File: src/design/watchdog_pkg.sv
/*
 * constants and types for the i/o port watchdog timer.
 * assumes one 125 mhz core clock and a host i/o read decoder upstream.
 */
// Notes on behaviour
// - a host read of the enable port arms the watchdog and starts counting
// - a host read of the disable port disarms it and blocks any timeout action
// - on expiry assert system reset or nmi per action select; settings 0 and 3 disable
// - six static periods: 1, 2, 10, 20, 110 and 220 seconds
package watchdog_pkg;

    // ------------------------------------------------------------
    // port addresses and timing
    // ------------------------------------------------------------
    localparam logic [15:0] ENABLE_PORT_ADDR  = 16'h0443;
    localparam logic [15:0] DISABLE_PORT_ADDR = 16'h0043;
    localparam int          CLK_FREQ_HZ       = 125_000_000;
    localparam int          TICK_PERIOD_S     = 1;
    localparam int          TICK_CYCLES       = CLK_FREQ_HZ * TICK_PERIOD_S;
    localparam int          PERIOD_S_1        = 1;
    localparam int          PERIOD_S_2        = 2;
    localparam int          PERIOD_S_10       = 10;
    localparam int          PERIOD_S_20       = 20;
    localparam int          PERIOD_S_110      = 110;
    localparam int          PERIOD_S_220      = 220;
    localparam int          SEC_W             = 8;
    localparam int          SEL_W             = 3;
    localparam int          PULSE_CYCLES      = 16;

    // ------------------------------------------------------------
    // types
    // ------------------------------------------------------------
    typedef enum logic [1:0] {
        ACT_DISABLED = 2'h0,
        ACT_RESET    = 2'h1,
        ACT_NMI      = 2'h2
    } action_t;

    typedef struct packed {
        logic        rd;
        logic [15:0] addr;
    } io_read_t;

    typedef enum logic [2:0] {
        ST_IDLE  = 3'b001,
        ST_ARMED = 3'b010,
        ST_FIRE  = 3'b100
    } wd_state_t;

    function automatic logic [SEC_W-1:0] period_secs(input logic [SEL_W-1:0] sel);
        case (sel)
            3'h0:    period_secs = SEC_W'(PERIOD_S_1);
            3'h1:    period_secs = SEC_W'(PERIOD_S_2);
            3'h2:    period_secs = SEC_W'(PERIOD_S_10);
            3'h3:    period_secs = SEC_W'(PERIOD_S_20);
            3'h4:    period_secs = SEC_W'(PERIOD_S_110);
            default: period_secs = SEC_W'(PERIOD_S_220);
        endcase
    endfunction : period_secs

endpackage : watchdog_pkg

File: src/design/io_port_watchdog.sv
/*
 * watchdog timer armed and disarmed by host i/o reads.
 * assumes io_rd is a one-cycle pulse on core_clk; selects are static pins.
 */
`timescale 1ns/1ps
module io_port_watchdog
    import watchdog_pkg::*;
#(
    parameter int TICK_CYCLES_P = TICK_CYCLES
) (
    // clock and reset
    input  wire logic             core_clk,
    input  wire logic             srst,
    // host i/o read
    input  wire io_read_t         io_req,
    // static selects (pins)
    input  wire logic [SEL_W-1:0] timeout_period_select,
    input  wire logic [1:0]       expiry_action_select,
    // outputs
    output logic                  sys_reset_q,
    output logic                  nmi_q,
    output logic                  armed_q
);

    // ------------------------------------------------------------
    // pin synchronisers
    // ------------------------------------------------------------
    logic [SEL_W-1:0] per_s1_q, per_s2_q;
    logic [1:0]       act_s1_q, act_s2_q;
    always_ff @(posedge core_clk) begin
        per_s1_q <= timeout_period_select;
        per_s2_q <= per_s1_q;
        act_s1_q <= expiry_action_select;
        act_s2_q <= act_s1_q;
    end

    // ------------------------------------------------------------
    // decode
    // ------------------------------------------------------------
    wire act_off  = (action_t'(act_s2_q) != ACT_RESET) && (action_t'(act_s2_q) != ACT_NMI);
    wire rd_en    = io_req.rd && (io_req.addr == ENABLE_PORT_ADDR);
    wire rd_dis   = io_req.rd && (io_req.addr == DISABLE_PORT_ADDR);
    wire [SEC_W-1:0] limit = period_secs(per_s2_q);

    wd_state_t      state_q, state_d;
    logic [31:0]    pre_q;
    logic [SEC_W-1:0] sec_q;
    logic [4:0]     pulse_q;

    wire tick    = (pre_q == 32'(TICK_CYCLES_P - 1));
    wire expire  = (state_q == ST_ARMED) && tick && (sec_q + 1'b1 >= limit);

    always_comb begin
        state_d = state_q;
        case (state_q)
            ST_IDLE:  if (rd_en && !act_off) state_d = ST_ARMED;
            ST_ARMED: begin
                if (rd_dis || act_off) state_d = ST_IDLE;
                else if (rd_en)        state_d = ST_ARMED;
                else if (expire)       state_d = ST_FIRE;
            end
            ST_FIRE:  if (pulse_q == 5'(PULSE_CYCLES - 1)) state_d = ST_IDLE;
            default:  state_d = ST_IDLE;
        endcase
    end

    // ------------------------------------------------------------
    // counters and outputs
    // ------------------------------------------------------------
    wire restart = (state_q != ST_ARMED) || rd_en;
    always_ff @(posedge core_clk) begin
        if (srst) begin
            state_q <= ST_IDLE;
            pre_q   <= 32'h0;
            sec_q   <= '0;
            pulse_q <= 5'h0;
        end else begin
            state_q <= state_d;
            pre_q   <= (restart || tick) ? 32'h0 : pre_q + 32'h1;
            sec_q   <= restart ? '0 : (tick ? sec_q + 1'b1 : sec_q);
            pulse_q <= (state_q == ST_FIRE) ? pulse_q + 5'h1 : 5'h0;
        end
    end

    logic fire_rst, fire_nmi;
    assign fire_rst = (state_d == ST_FIRE) && (action_t'(act_s2_q) == ACT_RESET);
    assign fire_nmi = (state_d == ST_FIRE) && (action_t'(act_s2_q) == ACT_NMI);
    always_ff @(posedge core_clk) begin
        if (srst) begin
            sys_reset_q <= 1'b0;
            nmi_q       <= 1'b0;
            armed_q     <= 1'b0;
        end else begin
            sys_reset_q <= fire_rst;
            nmi_q       <= fire_nmi;
            armed_q     <= (state_d == ST_ARMED);
        end
    end
endmodule : io_port_watchdog

File: config.mk
export PLATFORM = sky130hd
export DESIGN_NAME = io_port_watchdog
export DESIGN_NICKNAME = d
export VERILOG_FILES = /design/src/design/watchdog_pkg.sv /design/src/design/io_port_watchdog.sv
export SDC_FILE = /design/constraint.sdc
export NUM_CORES = 1
export LEC_CHECK = 0
export BUFFER_PORTS_ARGS = -buffer_cell sky130_fd_sc_hd__buf_2
export CAP_MARGIN = 20
export CORE_MARGIN = 4
export CORE_UTILIZATION = 30
export DETAILED_ROUTE_END_ITERATION = 10
export PLACE_DENSITY_LB_ADDON = 0.2
export SYNTH_ARGS = -nofsm -noshare
export SYNTH_HDL_FRONTEND = slang
export SYNTH_SLANG_ARGS = --single-unit
export TNS_END_PERCENT = 100
File: constraint.sdc
create_clock -name core_clk -period 5.1 [get_ports core_clk]
set_input_delay 0.51 -clock core_clk [delete_from_list [all_inputs] [get_ports core_clk]]
set_output_delay 0.51 -clock core_clk [all_outputs]
set_load 0.005 [all_outputs]
==> impl.org <==
** Worst setup path
- The critical path goes through ha_1, nand3_1, or2_2, xnor2_1, ha_1, o21a_1, a21oi_1, o31ai_1, a31oi_1, nor3b_1.
- The worst setup path is captured at a register.
- By instance count, the cell type seen most on the critical path is sky130_fd_sc_hd__ha_1.
- Tracing the worst setup path back leads to its startpoint at sec_q[0].
- At the worst endpoint, the required time is 5.31 ns.
- STA classifies the critical path startpoint as a register.
- Reg-to-Reg Start :: sec_q[0]
- Max stage delay cell, worst path :: sky130_fd_sc_hd__dfxtp_1
- Arrival time reported for the critical path endpoint :: 2.81 ns
- The critical path is of the reg2reg type.
- For this run, the slowest stage of the critical path takes 0.40 ns.
- In this run the worst path has a maximum fanout of 4.

** Yosys
- Summing the areas of all and, or, nand and nor instances in the mapped netlist gives 26.9% of the synthesized area.
- The synthesized netlist devotes 5.67% of its cell area to compound gates.
- Yosys attributes the largest share of cell area to sky130_fd_sc_hd__dfxtp_1, sky130_fd_sc_hd__xor2_1, sky130_fd_sc_hd__nor2_1, sky130_fd_sc_hd__ha_1, sky130_fd_sc_hd__xnor2_1.
- Main flop type after synthesis :: sky130_fd_sc_hd__dfxtp_1
- Yosys Warn Count :: 0
- After synthesis the cells add up to 2820 µm².
- The commonest cells after synthesis are sky130_fd_sc_hd__dfxtp_1, sky130_fd_sc_hd__nor2_1, sky130_fd_sc_hd__xor2_1.
- Top cell type's share of synthesized area :: 43.2%
- The synthesized netlist devotes 13.6% of its cell area to XOR and XNOR gates.
- Share of synthesized area spent on multiplexers :: 0.354%
- Distinct cell type count after synthesis :: 43
- Post-synth EDFFs :: 0
- Seq/Total Area, Yosys :: 43.2%
- The number of nets in the synthesized netlist is 346.
- Mean instance size in the synthesized netlist :: 9.17 µm²
- Leading area contributor after synthesis :: sky130_fd_sc_hd__dfxtp_1
- Post-Synth Adder-Cell Area :: 6.20%
- By area, the combinational part of the netlist is dominated by simple AND/OR/NAND/NOR gates.
- Instance count of the mapped netlist :: 308
- Most frequently used cell type in the post-synthesis netlist :: sky130_fd_sc_hd__dfxtp_1
- Flops & latches, synth :: 61
- Post-synth ARST share :: 0%

** Power
- Overall power consumption after layout is estimated at 0.000980 W.
- Peak ir drop on the vdd network :: 0.000137 V
- Per report_power, the combinational group accounts for 2.0% of the total.
- For this design the static power due to leakage is 1.18 nW.
- Power density over the cells :: 301 nW/µm²
- The analysis attributes to net switching a power of 0.000201 W.
- Internal power :: 0.000779 W
- Sequential share of power :: 49.3%
- Proportion of power drawn by the clock network :: 48.7%
- Switching part of the total :: 20.5%

** Clocking
- Buffers inserted during clock tree synthesis total 9.
- H-tree lvl count :: 3
- Clock transition at the registers of the reported paths :: 0.07 ns
- In this run the clock root is driven by a sky130_fd_sc_hd__clkbuf_8.
- For this design, the CTS-stage hold fixing added 0 buffers.
- Resize count post-CTS :: 0
- Buffers from clock root to sink, at most :: 2
- Post-CTS Setup Bufs :: 0
- The clock net in this run drives a total of 61 sinks.
- Insertion delay of the later-clocked pin in the worst-skew pair :: 0.33 ns
- TritonCTS built the clock tree.

** Route
- The detail route stage leaves a number of antenna-violating nets equal to 0.
- Total iterations of the first detailed-routing run :: 4
- The detailed router finished its first iteration with 66 violations.
- Final routed wirelength across all metal layers :: 5.31 mm
- Total DRC errors in the routed layout :: 0
- Via density :: 4.67
- The routed layout has 2114 vias.
- Routed wirelength normalized by instance count :: 11.7 µm

** Cells and area
- The number of antenna diodes in the final layout is 0.
- For this run, the number of standard cells in the final layout without fillers is 453.
- The area growth from synthesis to layout is 15.5%.
- Final core area utilization :: 35.5%
- Layout cells sized above 1 :: 15.2%
- Finished layout cell area :: 3260 µm²
- Number of nets in the layout :: 375

** STA
- Final slew viol count :: 0
- Between clock sinks in the finished design, the worst skew comes to 0.00922 ns.
- Setup repair after global routing missed its margin :: no
- Endpoints failing hold :: 0
- At the pin with the least slew margin, the transition time is 1.02 ns.
- For the final routed database, the setup TNS stands at 0 ns.
- Measured against its own limit, the worst slew margin works out to 31.1%.
- Post-layout minimum cycle time :: 2.60 ns
- Based on the critical path, the design can be clocked at up to 0.385 GHz.
- Final cycle utilization of the critical path :: 50.9%
- Final number of setup-violating endpoints :: 0

** Run
- Max-cap violations in this run came to 0.

** Place
- The HPWL after detailed placement is 3.81 mm.
- Buffers placed on the I/O ports in this run total 26.
- Once placement finished, the instance area stood at 3040 µm².
- At the end of routability-driven placement, the weighted congestion stood at 0.723.
- The number of placed instances, taps included, is 437.

** Global routing
- Entering global routing, the biggest net connects 32 pins.
- Residual overflow from global routing :: 0
- Number of global-route vias before repair :: 2058
- In the global route stage, overall resource usage came out at 10.2%.
- The number of antenna violations at the first check in global routing was 0.
- The first global-routing pass estimated 9.26 mm of wire.

** Floorplanning
- Area enclosed by the die boundary :: 11000 µm²
- Chip width :: 105 µm
- From bottom edge to top edge, the die measures 105 µm.
- Once the floorplan was initialized, standard cells occupied 30.7% of the core.
- In this run the core area contains 35 standard-cell rows.
- Placeable core area :: 9200 µm²
- I/O pin cnt :: 27

** Run status
- The flow ran to the end, and the final reports show no timing, DRC or antenna violations.

** Worst hold path
- The worst hold path begins at timeout_period_select[1].
- Path class of the lowest-slack min-delay path :: in2reg
-- layout by cell type (no fill, tap or decap), types with 3 or more instances in the layout --
master                     netlist  layout
sky130_fd_sc_hd__nor4_2          3       3
sky130_fd_sc_hd__or3_1           4       4
sky130_fd_sc_hd__nand4_1        12      12
sky130_fd_sc_hd__xor2_1         25      25
sky130_fd_sc_hd__nand2_1        14      14
sky130_fd_sc_hd__nand3_1        16      16
sky130_fd_sc_hd__xnor2_1        19      19
sky130_fd_sc_hd__nor4b_1         4       4
sky130_fd_sc_hd__nor2_1         55      55
sky130_fd_sc_hd__inv_1          13      13
sky130_fd_sc_hd__dfxtp_1        61      61
sky130_fd_sc_hd__a21oi_1         6       6
sky130_fd_sc_hd__nor4_1          7       7
sky130_fd_sc_hd__buf_2           2      26
sky130_fd_sc_hd__clkbuf_8        0      10
sky130_fd_sc_hd__nor3_1          3       3
sky130_fd_sc_hd__nand2b_1        4       4
sky130_fd_sc_hd__and3_1          5       5
sky130_fd_sc_hd__ha_1           14      14
sky130_fd_sc_hd__a211o_1         3       3
-- worst max-delay path, delay by kind of cell (launching register included) --
| family | cells | cell delay (ns) |
|---|---|---|
| AOI/OAI and AO/OA | 4 | 0.78 |
| xor gates and xnor gates | 1 | 0.20 |
| adders and majority gates | 2 | 0.51 |
| DFF | 1 | 0.40 |
| and+or+nand+nor | 3 | 0.59 |
-- state kept, by name (all words and copies together), names as in the netlist --
signal / flops
pulse_q: 5
act_s1_q: 2
pre_q: 32
per_s1_q: 3
act_s2_q: 2
sec_q: 8
sys_reset_q: 1
armed_q: 1
state_q: 3
nmi_q: 1
per_s2_q: 3
-- power groups by stage --
| stage | Sequential [W] | Combinational (W) | Clock (W) |
|---|---|---|---|
| CTS | 0.000483 | 0.0000202 | 0.000499 |
| detailed placement | 0.000494 | 0.0000201 | 0 |
| global route | 0.000483 | 0.0000234 | 0.000516 |
| floorplan | 0.000493 | 0.00000996 | 0 |
| finish | 0.000483 | 0.0000197 | 0.000478 |
| global placement | 0.000494 | 0.0000199 | 0 |
-- logic make-up (layout without fill, tap and decap cells) --
kind of cell / Yosys count / in the layout
AOI/OAI and AO/OA: 23 / 23
buffers and inverters: 22 / 56
and+or+nand+nor: 143 / 143
adders and majority gates: 14 / 14
xor gates and xnor gates: 44 / 44
DFF: 61 / 61
muxes: 1 / 1
-- routing by layer --
metal / up-vias / global-route usage [%] / share of wire, %
li1: 1116 / - / -
met1: 966 / 12.5 / 50
met2: 28 / 16.6 / 45
met3: 4 / 3.34 / 4.1
met4: 0 / 3.94 / 0.98
met5: - / 0 / 0
-- stage by stage --
stage / setup WS, ns / hold WS [ns]
floorplan: 2.83 / 0.310
global placement: 2.41 / 0.313
detailed placement: 2.36 / 0.315
CTS: 2.43 / 0.249
global route: 2.25 / 0.256
finish: 2.50 / 0.276
-- worst paths after layout --
path | end | slack [ns] | cells past startpoint
worst max-delay path | nmi_q | 2.50 | 10
worst min-delay path | per_s1_q[1] | 0.28 | 1
worst max register to register | nmi_q | 2.50 | 10
worst min register to register | per_s2_q[2] | 0.33 | 0
-- area by class of cell --
| type | instances | area (µm²) |
|---|---|---|
| Fill cell | 962 | 5930 |
| Tap cell | 111 | 139 |
| Multi-Input combinational cell | 225 | 1490 |
| Inverter | 13 | 48.8 |
| Sequential cell | 61 | 1220 |
| Timing Repair Buffer | 27 | 138 |
| Clock inverter | 6 | 86.3 |
| Clock buffer | 10 | 138 |
Note: power is estimated with default switching activity, not from simulation.
